**src/core/ssg_pkg.sv**
```systemverilog
// Constants shared by the serializer status and output-pin register slice
package ssg_pkg;

  ////////////////////////////////////////////////////////////////////////////
  // Register indices; byte address is four times the index
  localparam logic [7:0] IDX_TARGET_PHYS  = 8'h08; // Remote target address
  localparam logic [7:0] IDX_TARGET_ALIAS = 8'h09; // Remote target alias
  localparam logic [7:0] IDX_CRC_LOW      = 8'h0a; // Error count low byte
  localparam logic [7:0] IDX_CRC_HIGH     = 8'h0b; // Error count high byte
  localparam logic [7:0] IDX_HEALTH       = 8'h0c; // Link health flags
  localparam logic [7:0] IDX_PIN_CFG      = 8'h0d; // Output pin config
  localparam logic [7:0] IDX_IRQ_STATUS   = 8'h10; // Sticky event bits
  localparam logic [7:0] IDX_IRQ_ENABLE   = 8'h11; // Event enables
  localparam logic [7:0] IDX_IRQ_CLEAR    = 8'h12; // Write one to clear
  localparam logic [7:0] IDX_CONTROL      = 8'h13; // Block control

  ////////////////////////////////////////////////////////////////////////////
  // Reset values
  localparam logic [7:0] RST_TARGET = 8'h00; // Alias and address
  localparam logic [7:0] RST_PIN_CFG = 8'h55; // Both pins on, far control
  localparam logic [7:0] RST_ZERO    = 8'h00; // Everything else

  ////////////////////////////////////////////////////////////////////////////
  // Health flag positions
  localparam int HLT_LINK   = 0; // Cable link present
  localparam int HLT_FARERR = 1; // Far-end error flag
  localparam int HLT_PCLK   = 2; // Pixel clock valid
  localparam int HLT_SELFT  = 3; // Self-test error flag
  localparam int HLT_LOCK   = 4; // Receiver locked
  localparam int HLT_REV    = 5; // Revision field, bits 7:5

  ////////////////////////////////////////////////////////////////////////////
  // Pin configuration positions, pin n at base plus four times n
  localparam int PIN_ACTIVE = 0; // Pin function enabled
  localparam int PIN_FAR    = 2; // Remote control enabled
  localparam int PIN_LEVEL  = 3; // Local output level
  localparam int PIN_STRIDE = 4; // Bits between pins
  localparam logic [7:0] PIN_CFG_MASK = 8'hdd; // Writable, non-reserved

  ////////////////////////////////////////////////////////////////////////////
  // Event bits and control bits
  localparam int EVT_BC_CRC  = 0; // Back-channel error counted
  localparam int EVT_FARERR  = 1; // Far-end error seen
  localparam int EVT_SELFT   = 2; // Error during self-test
  localparam int EVT_LINKOFF = 3; // Cable link lost
  localparam int EVT_W       = 4; // Number of event bits
  localparam int CTL_ERR_RST = 0; // Hold far-end error flag clear

  ////////////////////////////////////////////////////////////////////////////
  // Bus answers
  localparam logic [1:0] RESP_OKAY   = 2'h0; // Access done
  localparam logic [1:0] RESP_DECERR = 2'h3; // No register there

endpackage : ssg_pkg

```
**src/core/ssg_regs.sv**
```systemverilog
// Status, alias decoder and output-pin register slice with AXI4-Lite access
//
// Behaviour
// RULE1 - Matching alias rewritten to target, then forwarded
// RULE2 - Zero alias forwards nothing
// RULE3 - Rewritten address comes from target register
// RULE4 - Count back-channel errors, 16 bits, two bytes
// RULE5 - Flag errors seen during self-test
// RULE6 - Report valid pixel clock
// RULE7 - Far-end error flag, cleared by link loss/control
// RULE8 - Report cable link present
// RULE9 - Active local pin drives local level
// RULE10 - Far control drives remote level instead
// RULE11 - Per-pin enable, off floats, reset on
//
// The AXI4-Lite register port was decided locally.
`timescale 1ns/1ps
module ssg_regs #(
  parameter int          ADDR_W  = 8,    // Bus address width
  parameter int          PINS    = 2,    // Output pins in this slice
  parameter logic [2:0]  REV_ID  = 3'h5  // Arbitrary revision value
) (
  // Clock and reset
  input  wire logic              sys_clk,
  input  wire logic              rst_n,
  // AXI4-Lite write address
  input  wire logic [ADDR_W-1:0] s_axi_awaddr,
  input  wire logic              s_axi_awvalid,
  output logic                   s_axi_awready,
  // AXI4-Lite write data
  input  wire logic [31:0]       s_axi_wdata,
  input  wire logic [3:0]        s_axi_wstrb,
  input  wire logic              s_axi_wvalid,
  output logic                   s_axi_wready,
  // AXI4-Lite write response
  output logic [1:0]             s_axi_bresp,
  output logic                   s_axi_bvalid,
  input  wire logic              s_axi_bready,
  // AXI4-Lite read address
  input  wire logic [ADDR_W-1:0] s_axi_araddr,
  input  wire logic              s_axi_arvalid,
  output logic                   s_axi_arready,
  // AXI4-Lite read data
  output logic [31:0]            s_axi_rdata,
  output logic [1:0]             s_axi_rresp,
  output logic                   s_axi_rvalid,
  input  wire logic              s_axi_rready,
  // Local I2C address to decode
  input  wire logic              local_addr_valid,
  input  wire logic [6:0]        local_addr,
  // Forward request toward the back channel
  output logic                   fwd_valid,
  output logic [6:0]             fwd_addr,
  // Link state inputs
  input  wire logic              link_detect,
  input  wire logic              pclk_detect,
  input  wire logic              rx_lock,
  input  wire logic              selftest_active,
  input  wire logic              bc_crc_error,
  input  wire logic              far_crc_error,
  // Output pins
  input  wire logic [PINS-1:0]   far_level,
  output logic [PINS-1:0]        pin_o,
  output logic [PINS-1:0]        pin_oe,
  // Interrupt
  output logic                   irq
);

  ////////////////////////////////////////////////////////////////////////////
  // Reset release through two flip-flops
  logic rst_meta_r; // First stage, read only by second
  logic rst_sync_n; // Released reset for the core

  always_ff @(posedge sys_clk or negedge rst_n) begin
    if (!rst_n) begin
      rst_meta_r <= 1'b0;
      rst_sync_n <= 1'b0;
    end else begin
      rst_meta_r <= 1'b1;
      rst_sync_n <= rst_meta_r;
    end
  end

  ////////////////////////////////////////////////////////////////////////////
  // Word index of a byte address
  function automatic logic [7:0] word_idx(input logic [ADDR_W-1:0] a);
    logic [ADDR_W-1:0] w;
    w = a >> 2;
    word_idx = w[7:0];
  endfunction : word_idx

  // Whether a word index names a register; the two groups are contiguous
  function automatic logic is_reg(input logic [7:0] i);
    is_reg = (i >= ssg_pkg::IDX_TARGET_PHYS && i <= ssg_pkg::IDX_PIN_CFG) ||
             (i >= ssg_pkg::IDX_IRQ_STATUS && i <= ssg_pkg::IDX_CONTROL);
  endfunction : is_reg

  localparam int EVT_W = ssg_pkg::EVT_W; // Number of event bits

  ////////////////////////////////////////////////////////////////////////////
  // Register state
  logic [7:0]       phys_r;      // Remote target physical address
  logic [7:0]       alias_r;     // Remote target alias
  logic [15:0]      crc_cnt_r;   // Back-channel error count
  logic             selft_r;     // Self-test error flag
  logic             farerr_r;    // Far-end error flag
  logic [7:0]       pin_cfg_r;   // Output pin configuration
  logic [EVT_W-1:0] irq_stat_r;  // Sticky events
  logic [EVT_W-1:0] irq_en_r;    // Event enables
  logic [7:0]       ctl_r;       // Control bits
  logic             link_r;      // Link state one cycle ago
  logic             selft_act_r; // Self-test state one cycle ago
  logic             fwd_valid_r; // Registered forward strobe
  logic [6:0]       fwd_addr_r;  // Registered forward address

  ////////////////////////////////////////////////////////////////////////////
  // Write channel state
  logic              aw_held_r; // Write address captured
  logic              w_held_r;  // Write data captured
  logic [ADDR_W-1:0] aw_addr_r; // Captured address
  logic [7:0]        w_data_r;  // Captured low data byte
  logic              w_strb_r;  // Captured low byte enable
  logic              bvalid_r;  // Response pending
  logic [1:0]        bresp_r;   // Response code

  // Handshakes and write decode
  wire logic       aw_hs;   // Address taken
  wire logic       w_hs;    // Data taken
  wire logic       wr_go;   // Both halves present, perform write
  wire logic [7:0] wr_idx;  // Target word
  wire logic       wr_byte; // Low byte is written
  wire logic       wr_hit;  // Address maps to a register

  assign s_axi_awready = !aw_held_r && !bvalid_r;
  assign s_axi_wready  = !w_held_r && !bvalid_r;
  assign aw_hs   = s_axi_awvalid && s_axi_awready;
  assign w_hs    = s_axi_wvalid && s_axi_wready;
  assign wr_go   = aw_held_r && w_held_r && !bvalid_r;
  assign wr_idx  = word_idx(aw_addr_r);
  assign wr_byte = wr_go && w_strb_r;
  assign wr_hit  = is_reg(wr_idx);

  // Per-register write strobes
  wire logic wr_phys;  // Target address write
  wire logic wr_alias; // Alias write
  wire logic wr_pin;   // Pin configuration write
  wire logic wr_ien;   // Enable write
  wire logic wr_iclr;  // Clear write
  wire logic wr_ctl;   // Control write

  assign wr_phys  = wr_byte && (wr_idx == ssg_pkg::IDX_TARGET_PHYS);
  assign wr_alias = wr_byte && (wr_idx == ssg_pkg::IDX_TARGET_ALIAS);
  assign wr_pin   = wr_byte && (wr_idx == ssg_pkg::IDX_PIN_CFG);
  assign wr_ien   = wr_byte && (wr_idx == ssg_pkg::IDX_IRQ_ENABLE);
  assign wr_iclr  = wr_byte && (wr_idx == ssg_pkg::IDX_IRQ_CLEAR);
  assign wr_ctl   = wr_byte && (wr_idx == ssg_pkg::IDX_CONTROL);

  // Capture the two write halves in either order, answer after both
  always_ff @(posedge sys_clk or negedge rst_sync_n) begin
    if (!rst_sync_n) begin
      aw_held_r <= 1'b0;
      w_held_r  <= 1'b0;
      aw_addr_r <= '0;
      w_data_r  <= 8'h00;
      w_strb_r  <= 1'b0;
      bvalid_r  <= 1'b0;
      bresp_r   <= ssg_pkg::RESP_OKAY;
    end else begin
      if (aw_hs) begin
        aw_held_r <= 1'b1;
        aw_addr_r <= s_axi_awaddr;
      end
      if (w_hs) begin
        w_held_r <= 1'b1;
        w_data_r <= s_axi_wdata[7:0];
        w_strb_r <= s_axi_wstrb[0];
      end
      if (wr_go) begin
        aw_held_r <= 1'b0;
        w_held_r  <= 1'b0;
        bvalid_r  <= 1'b1;
        bresp_r   <= wr_hit ? ssg_pkg::RESP_OKAY : ssg_pkg::RESP_DECERR;
      end else if (bvalid_r && s_axi_bready) begin
        bvalid_r <= 1'b0;
      end
    end
  end

  assign s_axi_bvalid = bvalid_r;
  assign s_axi_bresp  = bresp_r;

  ////////////////////////////////////////////////////////////////////////////
  // Read path
  wire logic [7:0] rd_idx;    // Target word
  wire logic [7:0] health;    // Assembled status byte
  logic [7:0]      rd_byte;   // Selected register value
  logic            rd_hit;    // Address maps to a register
  logic            rvalid_r;  // Read data pending
  logic [31:0]     rdata_r;   // Read data
  logic [1:0]      rresp_r;   // Read response
  wire logic       ar_hs;     // Read address taken

  assign rd_idx = word_idx(s_axi_araddr);
  assign ar_hs  = s_axi_arvalid && s_axi_arready;
  assign s_axi_arready = !rvalid_r;

  // Status byte straight from live inputs and flags
  assign health = {REV_ID,
                   rx_lock,
                   selft_r,     // [RULE5]
                   pclk_detect, // [RULE6]
                   farerr_r,    // [RULE7]
                   link_detect  // [RULE8]
                  };

  // Read selection; reserved and write-only bits read zero
  always_comb begin
    rd_byte = 8'h00;
    rd_hit  = 1'b1;
    case (rd_idx)
      ssg_pkg::IDX_TARGET_PHYS:  rd_byte = {phys_r[7:1], 1'b0};
      ssg_pkg::IDX_TARGET_ALIAS: rd_byte = {alias_r[7:1], 1'b0};
      ssg_pkg::IDX_CRC_LOW:      rd_byte = crc_cnt_r[7:0];  // [RULE4]
      ssg_pkg::IDX_CRC_HIGH:     rd_byte = crc_cnt_r[15:8]; // [RULE4]
      ssg_pkg::IDX_HEALTH:       rd_byte = health;
      ssg_pkg::IDX_PIN_CFG:      rd_byte = pin_cfg_r;
      ssg_pkg::IDX_IRQ_STATUS:   rd_byte = {4'h0, irq_stat_r};
      ssg_pkg::IDX_IRQ_ENABLE:   rd_byte = {4'h0, irq_en_r};
      ssg_pkg::IDX_IRQ_CLEAR:    rd_byte = 8'h00;
      ssg_pkg::IDX_CONTROL:      rd_byte = ctl_r;
      default:                   rd_hit  = 1'b0;
    endcase
  end

  // One-cycle read answer, held until taken
  always_ff @(posedge sys_clk or negedge rst_sync_n) begin
    if (!rst_sync_n) begin
      rvalid_r <= 1'b0;
      rdata_r  <= 32'h0000_0000;
      rresp_r  <= ssg_pkg::RESP_OKAY;
    end else if (ar_hs) begin
      rvalid_r <= 1'b1;
      rdata_r  <= {24'h00_0000, rd_byte};
      rresp_r  <= rd_hit ? ssg_pkg::RESP_OKAY : ssg_pkg::RESP_DECERR;
    end else if (rvalid_r && s_axi_rready) begin
      rvalid_r <= 1'b0;
    end
  end

  assign s_axi_rvalid = rvalid_r;
  assign s_axi_rdata  = rdata_r;
  assign s_axi_rresp  = rresp_r;

  ////////////////////////////////////////////////////////////////////////////
  // Software-written configuration
  always_ff @(posedge sys_clk or negedge rst_sync_n) begin
    if (!rst_sync_n) begin
      phys_r    <= ssg_pkg::RST_TARGET;
      alias_r   <= ssg_pkg::RST_TARGET;
      pin_cfg_r <= ssg_pkg::RST_PIN_CFG; // [RULE11]
      irq_en_r  <= '0;
      ctl_r     <= ssg_pkg::RST_ZERO;
    end else begin
      if (wr_phys) begin
        phys_r <= w_data_r; // [RULE3]
      end
      if (wr_alias) begin
        alias_r <= w_data_r;
      end
      if (wr_pin) begin
        pin_cfg_r <= w_data_r & ssg_pkg::PIN_CFG_MASK;
      end
      if (wr_ien) begin
        irq_en_r <= w_data_r[EVT_W-1:0];
      end
      if (wr_ctl) begin
        ctl_r <= {7'h00, w_data_r[ssg_pkg::CTL_ERR_RST]};
      end
    end
  end

  ////////////////////////////////////////////////////////////////////////////
  // Alias decoder
  wire logic alias_on;  // Nonzero alias enables forwarding
  wire logic alias_hit; // Local address matches alias

  assign alias_on  = (alias_r[7:1] != 7'h00); // [RULE2]
  assign alias_hit = local_addr_valid && alias_on &&
                     (local_addr == alias_r[7:1]); // [RULE1]

  // Rewrite to the physical address and emit one-cycle forward strobe
  always_ff @(posedge sys_clk or negedge rst_sync_n) begin
    if (!rst_sync_n) begin
      fwd_valid_r <= 1'b0;
      fwd_addr_r  <= 7'h00;
    end else begin
      fwd_valid_r <= alias_hit; // [RULE1]
      if (alias_hit) begin
        fwd_addr_r <= phys_r[7:1]; // [RULE3]
      end
    end
  end

  assign fwd_valid = fwd_valid_r;
  assign fwd_addr  = fwd_addr_r;

  ////////////////////////////////////////////////////////////////////////////
  // Error counting and status flags
  wire logic normal_err; // Error outside self-test
  wire logic selft_err;  // Error during self-test
  wire logic selft_go;   // Self-test run starts
  wire logic link_lost;  // Cable link fell
  wire logic err_rst;    // Control asks for flag clear

  assign normal_err = bc_crc_error && !selftest_active;
  assign selft_err  = bc_crc_error && selftest_active;
  assign selft_go   = selftest_active && !selft_act_r;
  assign link_lost  = link_r && !link_detect;
  assign err_rst    = ctl_r[ssg_pkg::CTL_ERR_RST];

  // Counter saturates so it never wraps back to a small value
  always_ff @(posedge sys_clk or negedge rst_sync_n) begin
    if (!rst_sync_n) begin
      crc_cnt_r   <= 16'h0000;
      selft_r     <= 1'b0;
      farerr_r    <= 1'b0;
      link_r      <= 1'b0;
      selft_act_r <= 1'b0;
    end else begin
      link_r      <= link_detect;
      selft_act_r <= selftest_active;
      if (normal_err && (crc_cnt_r != 16'hffff)) begin
        crc_cnt_r <= crc_cnt_r + 16'h0001; // [RULE4]
      end
      // New run starts clean; an error in that cycle still sets
      if (selft_err) begin
        selft_r <= 1'b1; // [RULE5]
      end else if (selft_go) begin
        selft_r <= 1'b0; // [RULE5]
      end
      // No link means no far-end error; control clear loses to a new error
      if (!link_detect) begin
        farerr_r <= 1'b0; // [RULE7]
      end else if (far_crc_error) begin
        farerr_r <= 1'b1; // [RULE7]
      end else if (err_rst) begin
        farerr_r <= 1'b0; // [RULE7]
      end
    end
  end

  ////////////////////////////////////////////////////////////////////////////
  // Interrupt status, set wins over clear
  wire logic [EVT_W-1:0] evt;     // Events this cycle
  wire logic [EVT_W-1:0] clr_msk; // Bits software clears

  assign evt = {link_lost, selft_err, far_crc_error && link_detect,
                normal_err};
  assign clr_msk = wr_iclr ? w_data_r[EVT_W-1:0] : '0;

  always_ff @(posedge sys_clk or negedge rst_sync_n) begin
    if (!rst_sync_n) begin
      irq_stat_r <= '0;
    end else begin
      irq_stat_r <= (irq_stat_r & ~clr_msk) | evt;
    end
  end

  assign irq = |(irq_stat_r & irq_en_r);

  ////////////////////////////////////////////////////////////////////////////
  // Output pin drivers
  for (genvar p = 0; p < PINS; p++) begin : g_pin
    ssg_pin_drv u_pin (
      .clk         (sys_clk),
      .rst_n       (rst_sync_n),
      .active      (pin_cfg_r[ssg_pkg::PIN_ACTIVE + p*ssg_pkg::PIN_STRIDE]),
      .far_control (pin_cfg_r[ssg_pkg::PIN_FAR + p*ssg_pkg::PIN_STRIDE]),
      .local_level (pin_cfg_r[ssg_pkg::PIN_LEVEL + p*ssg_pkg::PIN_STRIDE]),
      .far_level   (far_level[p]),
      .pin_o       (pin_o[p]),
      .pin_oe      (pin_oe[p])
    );
  end

endmodule : ssg_regs

```
**src/core/ssg_pin_drv.sv**
```systemverilog
// Driver for one general-purpose output pin
`timescale 1ns/1ps
module ssg_pin_drv (
  // Clock and reset
  input  wire logic clk,
  input  wire logic rst_n,
  // Configuration
  input  wire logic active,
  input  wire logic far_control,
  input  wire logic local_level,
  // Level sent by the remote deserializer
  input  wire logic far_level,
  // Pin
  output logic      pin_o,
  output logic      pin_oe
);

  ////////////////////////////////////////////////////////////////////////////
  // Next pin state
  wire logic level_nxt; // Chosen level
  wire logic oe_nxt;    // Drive enable

  // Far control overrides the local level when set
  assign level_nxt = far_control ? far_level : local_level; // [RULE9] [RULE10]
  // Inactive pin floats; active pin is always an output here
  assign oe_nxt    = active; // [RULE11]

  ////////////////////////////////////////////////////////////////////////////
  // Registered pin outputs
  always_ff @(posedge clk or negedge rst_n) begin
    if (!rst_n) begin
      pin_o  <= 1'b0;
      pin_oe <= 1'b0;
    end else begin
      pin_o  <= level_nxt & oe_nxt;
      pin_oe <= oe_nxt;
    end
  end

endmodule : ssg_pin_drv

```
**config.mk**
```make
export PLATFORM = sky130hd
export DESIGN_NAME = ssg_regs
export DESIGN_NICKNAME = d
export VERILOG_FILES = /design/src/core/ssg_pkg.sv /design/src/core/ssg_regs.sv /design/src/core/ssg_pin_drv.sv
export SDC_FILE = /design/constraint.sdc
export NUM_CORES = 1
export LEC_CHECK = 0
export BUFFER_PORTS_ARGS = -buffer_cell sky130_fd_sc_hd__buf_2
export CAP_MARGIN = 10
export CORE_ASPECT_RATIO = 0.5
export CORE_MARGIN = 2
export CORE_UTILIZATION = 30
export DETAILED_ROUTE_END_ITERATION = 7
export SLEW_MARGIN = 10
export SYNTH_ARGS = -nofsm -noshare
export SYNTH_HDL_FRONTEND = slang
export SYNTH_HIERARCHICAL = 1
export SYNTH_SLANG_ARGS = --single-unit
```
**constraint.sdc**
```tcl
create_clock -name sys_clk -period 2.6 [get_ports sys_clk]
set_clock_uncertainty 0.05 [all_clocks]
set_input_delay 0.52 -clock sys_clk [delete_from_list [all_inputs] [get_ports sys_clk]]
set_output_delay 0.52 -clock sys_clk [all_outputs]
set_load 0.02 [all_outputs]
```
-- Yosys cells after proc, flatten, opt, wreduce, memory -nomap -nowiden
Index checks and enable logic that the tools add are counted.
- flip-flop bits (word level): 98
- input port bits: 75
- output and inout port bits: 54
- logic and storage cells: 121
- add/subtract/negate cells: 1
- order comparisons: 4
- eq/ne operators: 19
- mux-type cells: 20
- bitwise gates (word level): 6
- reductions and logical operators: 42
- operators with widths (cell ; number):
    $pmux 8 s9 ; 1
    $eq 6x4->1 const B ; 9
    $eq 6x5->1 const B ; 7
    $logic_and 1x1->1 ; 26
    $add 16x1->16 const B ; 1
    $mux 1 ; 16
    $ne 16x16->1 const B ; 1
    $reduce_bool 2->1 ; 5
    $reduce_or 10->1 ; 1
    $and 4x4->4 ; 2
    $eq 7x7->1 ; 1
    $logic_not 1->1 ; 7
    $reduce_bool 7->1 ; 1
    $ge 6x4->1 const B ; 1
    $ge 6x5->1 const B ; 1
    $le 6x4->1 const B ; 1
    $le 6x5->1 const B ; 1
    $mux 2 ; 2
    $mux 4 ; 1
    $not 4->4 ; 1
    $or 4x4->4 ; 1
    $reduce_or 4->1 ; 1
    $ne 3x1->1 const B ; 1
    $and 1x1->1 ; 2
    $logic_or 1x1->1 ; 1

-- Longest topological paths before layout
Gate-level depths: netlist of the first run.
- word-level depth: 8
- gate-level depth with buffers: 7
- mapped depth without buffers: 6

-- By module
Netlist of the first run, hierarchy kept.
- modules (own cells, without submodules) (module ; instances ; cells an instance ; area an instance (um^2) ; seq. area each (um^2)):
    ssg_regs ; 1 ; 372 ; 4374.2 ; 2207.1
    ssg_pin_drv ; 2 ; 4 ; 66.3 ; 50.0

-- Least setup slack after synthesis of the first run
No wires, ideal clock.
- path type: register to register
- from: reg bvalid_r (netlist: s_axi_bvalid)
- to: reg pin_cfg_r[3]
- setup time: 0.125 ns
- arrival time: 1.710 ns
- required time: 2.425 ns
- path slack: 0.714 ns
- stages on the path, launching flop included: 6
- path buffers: 1
- clock period less this slack: 1.886 ns
- cells stage by stage: dfrtp_1 > and3b_1 > nand3_1 > or3_1 > buf_6 > mux2_4
- longest elaborated chain between the ends: 4
- RTL lines (item ; line ; text):
    start: declaration ; ssg_regs.sv:123 ; logic bvalid_r;
    start signal: assignment ; ssg_regs.sv:166 ; bvalid_r <= 1'b0;
    start signal: assignment ; ssg_regs.sv:181 ; bvalid_r <= 1'b1;
    start signal: assignment ; ssg_regs.sv:184 ; bvalid_r <= 1'b0;
    $logic_not 1->1 ; ssg_regs.sv:138 ; assign wr_go = aw_held_r && w_held_r && !bvalid_r;
    $logic_and 1x1->1 ; ssg_regs.sv:138 ;
    $logic_and 1x1->1 ; ssg_regs.sv:140 ; assign wr_byte = wr_go && w_strb_r;
    $logic_and 1x1->1 ; ssg_regs.sv:153 ; assign wr_pin = wr_byte && (wr_idx == ssg_pkg::IDX_PIN_CFG);
    end signal: assignment ; ssg_regs.sv:260 ; pin_cfg_r <= ssg_pkg::RST_PIN_CFG;
    end signal: assignment ; ssg_regs.sv:271 ; pin_cfg_r <= w_data_r & ssg_pkg::PIN_CFG_MASK;
    end: declaration ; ssg_regs.sv:107 ; logic [7:0] pin_cfg_r;
No other way between the ends.
A chain may end at the register's enable or synchronous reset.

-- Worst setup path after layout of the first run
- from: reg aw_addr_r[6]
- to: reg pin_cfg_r[7]
- longest elaborated chain between the ends: 2
- RTL lines (item ; line ; text):
    start: declaration ; ssg_regs.sv:120 ; logic [ADDR_W-1:0] aw_addr_r;
    start signal: assignment ; ssg_regs.sv:171 ; aw_addr_r <= s_axi_awaddr;
    $eq 6x4->1 ; ssg_regs.sv:153 ;
    $logic_and 1x1->1 ; ssg_regs.sv:153 ;
No other way between the ends.

==> results of run 1 <==
-- layout make-up --
type	instances	area [um2]
multi-input cells	263	1990
well taps	198	248
repair buffers	82	448
fillers	1455	9240
inverters	8	30.0
flip-flops and latches	92	2310
clock buffers	10	239
clock inverters	6	72.6
-- logic make-up (layout without fill, tap and decap cells) --
kind of cell | count (synthesis) | count (layout) | share of synthesized area (%)
other | 2 | 25 | 0.167
buffers and inverters | 48 | 106 | 6.47
multiplexers | 58 | 58 | 15.6
flip-flops | 92 | 92 | 51.2
adder cells (fa/ha/maj) | 1 | 1 | 0.278
XOR/XNOR | 22 | 22 | 4.28
AO/OA/AOI/OAI | 53 | 53 | 9.02
AND/OR/NAND/NOR | 104 | 104 | 13.0
-- per-stage QoR --
stage          instance area [um2]  setup slack [ns]
2_1_floorplan                 4590             0.714
3_3_place_gp                  5020             0.394
3_5_place_dp                  5020             0.368
4_1_cts                       5340             0.557
5_1_grt                       5340             0.473
6_report                      5340             0.565
-- per-layer routing --
layer | share of wire (%) | track usage (%) | routed length, um
met4 | 0.95 | 3.96 | 99
met5 | 0 | 0 | 0
met3 | 4.8 | 3.41 | 498
met1 | 49 | 20.0 | 5070
met2 | 45 | 19.6 | 4700
-- cell usage after synthesis, types with 3 or more instances --
cell type	number
dfrtp_1	88
mux2_2	43
nand2_1	27
buf_4	26
nand3_1	17
nor2_1	17
a21oi_1	12
xnor2_1	12
a22o_1	10
xor2_1	10
clkbuf_1	8
inv_1	8
o21ai_0	8
a22oi_1	6
mux2_4	6
mux2i_1	6
buf_2	5
nand4_1	5
and4_1	4
dfstp_2	4
nand2b_1	4
mux4_2	3
nor2b_1	3
nor3_1	3
nor3_2	3
nor4_1	3
-- critical path, stage by stage (launching register included) --
cell and delay (ns):
dfrtp_1 0.41, nand2b_1 0.17, or3_4 0.35, or3_1 0.56, mux2_4 0.36
-- registers in the layout, indices dropped and copies added (netlist names), 2 cells and up --
signal / flops
phys_r: 7
g_pin.u_pin/pin_oe: 2
irq_stat_r: 4
fwd_addr: 7
pin_cfg_r: 6
w_data_r: 8
alias_r: 7
g_pin.u_pin/pin_o: 2
aw_addr_r: 6
crc_cnt_r: 16
irq_en_r: 4
s_axi_rdata: 8
-- worst max-delay path by stage --
stage / startpoint / slack (ns) / to
2_1_floorplan: s_axi_bvalid$_DFFE_PN0P_ / 0.71 / pin_cfg_r[3]$_DFFE_PN0P_
3_3_place_gp: s_axi_araddr[2] / 0.39 / s_axi_rdata[4]$_DFFE_PN0P_
3_5_place_dp: s_axi_araddr[2] / 0.37 / s_axi_rdata[4]$_DFFE_PN0P_
4_1_cts: aw_addr_r[6]$_DFFE_PN0P_ / 0.56 / pin_cfg_r[7]$_DFFE_PN0P_
5_1_grt: crc_cnt_r[0]$_DFFE_PN0P_ / 0.47 / crc_cnt_r[13]$_DFFE_PN0P_
6_report: aw_addr_r[6]$_DFFE_PN0P_ / 0.56 / pin_cfg_r[7]$_DFFE_PN0P_
-- repair_timing --
item / CTS / global route
hold buffers: 1 / 0
gates resized for setup: 0 / 0
hold endpoints to repair: 2 / 0
-- power groups by stage --
stage                     Clock [mW]  Sequential [mW]  Combinational (mW)
after floorplan                    0             2.12               0.879
after global placement             0             2.27                1.08
after detailed placement           0             2.28                1.10
after CTS                       1.39             2.26                1.10
after global routing            1.44             2.32                1.20
final                           1.34             2.25                1.09
==> impl_metrics.env, run 1 <==
export IMPL_die_x_um=177
export IMPL_reg2reg_depth=4
export IMPL_tns_ns=0
export IMPL_final_antenna_net_count=0
export IMPL_drive_gt1_share_pct=36.2
export IMPL_initial_utilization_pct=30.9
export IMPL_overflow=0
export IMPL_cp_data_required_time_ns=2.77
export IMPL_row_count=31
export IMPL_power_share_switching_pct=32.7
export IMPL_status="finished, final reports clean"
export IMPL_port_buffers=73
export IMPL_cts_path_max_buffers=2
export IMPL_grt_use_total_pct=13.6
export IMPL_synth_top_area_share_pct=48.9
export IMPL_grt_pass1_vias=2989
export IMPL_total_power_mw=4.67
export IMPL_r2r_start="aw_addr_r[6]$_DFFE_PN0P_"
export IMPL_vias=3114
export IMPL_layoutNonFillerInstCount=659
export IMPL_min_period_ns=2.04
export IMPL_die_area_mm2=0.0161
export IMPL_via_per_inst=4.73
export IMPL_dp_hpwl_um=7790
export IMPL_htreeDepth=3
export IMPL_cellInternalPower_mw=3.15
export IMPL_max_freq_ghz=0.491
export IMPL_max_cap_violations=0
export IMPL_relSlewSlack_pct=52.1
export IMPL_p_comb_share_pct=23.2
export IMPL_async_flop_share_pct=100
export IMPL_grt_max_degree=53
export IMPL_clk_insertion_delay_late_ns=0.34
export IMPL_num_io_pins=129
export IMPL_cts_root_buffer="clkbuf_16"
export IMPL_rsz0062_at_grt="no"
export IMPL_r2r_slack_ns=0.56
export IMPL_drt_pass1_iter_count=4
export IMPL_nNetsFinal=532
export IMPL_finalMaxSlewViolations=0
export IMPL_ys_seq_area_share_pct=51.2
export IMPL_p_sw_mw=1.53
export IMPL_synth_warnings=6
export IMPL_layout_cells_most_common="dfrtp_1"
export IMPL_synthCells=380
export IMPL_whs_ns=0.259
export IMPL_syn_area_mm2=0.00451
export IMPL_period_share_pct=78.3
export IMPL_finalHoldViolCount=0
export IMPL_pwr_share_seq_pct=48.2
export IMPL_clockPowerShare_pct=28.6
export IMPL_syn_to_final_growth_pct=18.5
export IMPL_layout_common_cells="dfrtp_1, buf_2, mux2_2, nand2_1, conb_1"
export IMPL_synth_edf_count=0
export IMPL_cts_setup_buffers=0
export IMPL_ys_types=56
export IMPL_clk_pin_slew_worst_paths_ns=0.07
export IMPL_synthFlopType="dfrtp_1"
export IMPL_gp_congestion=0.845
export IMPL_drt_wl_total_um=10400
export IMPL_clkSinkCount=92
export IMPL_numCtsBuffers=9
export IMPL_peakVddDrop_uv=403
export IMPL_synth_area_leader_cell="dfrtp_1"
export IMPL_wl_per_cell_um=15.7
export IMPL_antennaDiodeCount=0
export IMPL_antenna_found_initial=0
export IMPL_criticalPathCategory="flip-flop to flip-flop"
export IMPL_min_path_type="flip-flop to asynchronous set/reset pin"
export IMPL_setup_worst_path_end_class="flip-flop"
export IMPL_cp_max_fo=6
export IMPL_power_leakage_nw=2.49
export IMPL_avgSynthCellArea_um2=11.9
export IMPL_final_util_pct=36.6
export IMPL_p_per_area_mw_per_mm2=875
export IMPL_yosys_top_cells_area="dfrtp_1, mux2_2, buf_4"
export IMPL_remaining_drc_errors=0
export IMPL_grt_pass1_wl_um=16800
export IMPL_ys_seq_elements=92
export IMPL_numPlacedInstances=642
export IMPL_drt_iter0_drc=162
export IMPL_coreArea_mm2=0.0146
export IMPL_cts_tree="yes"
export IMPL_worst_r2r_endpoint="pin_cfg_r[7]$_DFFE_PN0P_"
export IMPL_start_kind="flip-flop"
export IMPL_tightest_slew_ns=0.712
export IMPL_critical_path_arrival_ns=2.21
export IMPL_die_h_um=90.7
export IMPL_setup_violations_final=0
(Power assumes the default switching activity.)
==> run 2, diff against run 1 <==
Clock period 2.6 ns to 1.8 ns, I/O delays scaled along.
==> impl_metrics.env, run 2 (synthesis results as in run 1) <==
export IMPL_grt_max_degree=91
export IMPL_tightest_slew_ns=0.549
export IMPL_antennaDiodeCount=0
export IMPL_finalMaxSlewViolations=0
export IMPL_cp_top_family="simple AND/OR/NAND/NOR gates"
export IMPL_initial_utilization_pct=30.9
export IMPL_grt_use_total_pct=14.2
export IMPL_via_per_inst=4.71
export IMPL_antenna_found_initial=0
export IMPL_max_stage_delay_ns=0.40
export IMPL_cp_data_required_time_ns=1.98
export IMPL_cts_root_buffer="clkbuf_16"
export IMPL_p_per_area_mw_per_mm2=1230
export IMPL_overflow=0
export IMPL_top_register="crc_cnt_r"
export IMPL_final_util_pct=39.8
export IMPL_reg2reg_depth=5
export IMPL_n_fill_cell=1421
export IMPL_power_leakage_nw=2.74
export IMPL_hp_start="link_detect"
export IMPL_clkSinkCount=92
export IMPL_dp_hpwl_um=8340
export IMPL_min_period_ns=1.81
export IMPL_htreeDepth=3
export IMPL_rsz0062_at_grt="yes"
export IMPL_dr_wl_met3_um=634
export IMPL_criticalPathCategory="flip-flop to flip-flop"
export IMPL_worst_r2r_endpoint="pin_cfg_r[7]$_DFFE_PN0P_"
export IMPL_peakVddDrop_uv=561
export IMPL_critPathBufInv=1
export IMPL_coreArea_mm2=0.0146
export IMPL_clk_insertion_delay_late_ns=0.34
export IMPL_period_share_pct=101
export IMPL_routed_top_layer="met4"
export IMPL_start_kind="flip-flop"
export IMPL_max_cap_violations=0
export IMPL_grt_pass1_vias=3151
export IMPL_cts_tree="yes"
export IMPL_setup_slack_ns=-0.0141
export IMPL_post_place_ws_ns=-0.130
export IMPL_cp_num_cells=5
export IMPL_status="finished, violations left"
export IMPL_cp_max_fo=6
export IMPL_layout_cells_most_common="dfrtp_1"
export IMPL_whs_endpoint="link_r$_DFF_PN0_"
export IMPL_layout_common_cells="dfrtp_1, buf_2, buf_4, mux2_2, nand2_1"
export IMPL_nNetsFinal=579
export IMPL_dpl_cell_area_mm2=0.00537
export IMPL_whs_ns=0.120
export IMPL_row_count=31
export IMPL_min_path_type="primary input to flip-flop"
export IMPL_m1WireLength_um=5370
export IMPL_num_io_pins=129
export IMPL_drt_wl_total_um=11200
export IMPL_syn_to_final_growth_pct=28.8
export IMPL_largest_register_ffs=16
export IMPL_setup_worst_path_end_class="flip-flop"
export IMPL_wl_per_cell_um=15.9
export IMPL_max_freq_ghz=0.551
export IMPL_fin_area_mm2=0.00581
export IMPL_drt_iter0_drc=197
export IMPL_clk_pin_slew_worst_paths_ns=0.07
export IMPL_tns_ns=-0.0255
export IMPL_wl_met2_um=5040
export IMPL_die_h_um=90.7
export IMPL_min_path_cells=1
export IMPL_r2r_start="aw_addr_r[6]$_DFFE_PN0P_"
export IMPL_relSlewSlack_pct=63.1
export IMPL_violations="setup timing"
export IMPL_finalHoldViolCount=0
export IMPL_cp_cell_sequence="nand2b_4, or3_4, or3_1, buf_6, mux2_4"
export IMPL_vias=3328
export IMPL_cts_path_max_buffers=2
export IMPL_drt_pass1_iter_count=4
export IMPL_die_area_mm2=0.0161
export IMPL_grt_pass1_wl_um=17300
export IMPL_setup_violations_final=2
export IMPL_gp_congestion=0.863
export IMPL_r2r_slack_ns=-0.01
export IMPL_die_x_um=177
export IMPL_port_buffers=73
export IMPL_remaining_drc_errors=0
export IMPL_cp_slowest_cell="dfrtp_1"
export IMPL_critical_path_arrival_ns=1.99
export IMPL_numCtsBuffers=9
export IMPL_final_antenna_net_count=0
export IMPL_drive_gt1_share_pct=44.3
run 2: final cells by class:
class / instances / area (um2) / share of cell area, %
Clock buffer: 10 / 229 / 3.94
Clock inverter: 6 / 46.3 / 0.797
Inverter: 8 / 30.0 / 0.517
Multi-Input combinational cell: 263 / 2110 / 36.4
Sequential cell: 92 / 2310 / 39.8
Tap cell: 198 / 248 / 4.27
Timing Repair Buffer: 129 / 828 / 14.3
run 2: how the worst max path moves through the flow:
| stage | slack (ns) | from | end |
|---|---|---|---|
| 2_1_floorplan | -0.03 | aw_addr_r[5]$_DFFE_PN0P_ | irq_en_r[0]$_DFFE_PN0P_ |
| 3_3_place_gp | -0.12 | s_axi_araddr[7] | s_axi_rdata[7]$_DFFE_PN0P_ |
| 3_5_place_dp | -0.13 | s_axi_araddr[6] | s_axi_rdata[7]$_DFFE_PN0P_ |
| 4_1_cts | -0.06 | aw_addr_r[6]$_DFFE_PN0P_ | alias_r[1]$_DFFE_PN0P_ |
| 5_1_grt | -0.04 | aw_addr_r[6]$_DFFE_PN0P_ | pin_cfg_r[7]$_DFFE_PN0P_ |
| 6_report | -0.01 | aw_addr_r[6]$_DFFE_PN0P_ | pin_cfg_r[7]$_DFFE_PN0P_ |
run 2: routing by layer:
metal | track usage (%) | vias up
li1 | - | 1556
met1 | 20.0 | 1662
met2 | 21.3 | 101
met3 | 3.70 | 9
met4 | 4.03 | 0
met5 | 0 | -
run 2: worst reg2reg max path, cell delays in order (launching register included):
cell,delay (ns)
dfrtp_1,0.40
nand2b_4,0.15
or3_4,0.33
or3_1,0.33
buf_6,0.16
mux2_4,0.29
run 2: what timing repair did:
item	CTS	global route
pin swaps	0	7
gates cloned	0	0
hold endpoints to repair	2	0
resized for setup	7	23
setup buffers	0	4
hold buffers	1	0
setup endpoints to repair	24	38
run 2: power by group:
| group | total (mW) | switching [mW] | internal, mW |
|---|---|---|---|
| registers | 3.21 | 0.604 | 2.60 |
| clock network | 1.78 | 0.836 | 0.947 |
| logic | 2.15 | 0.979 | 1.17 |
run 2: per-stage QoR:
stage	cells	power, mW
3_5_place_dp	685	5.19
5_1_grt	706	7.54
2_1_floorplan	403	4.36
4_1_cts	702	7.03
6_report	706	7.14
3_3_place_gp	685	5.15
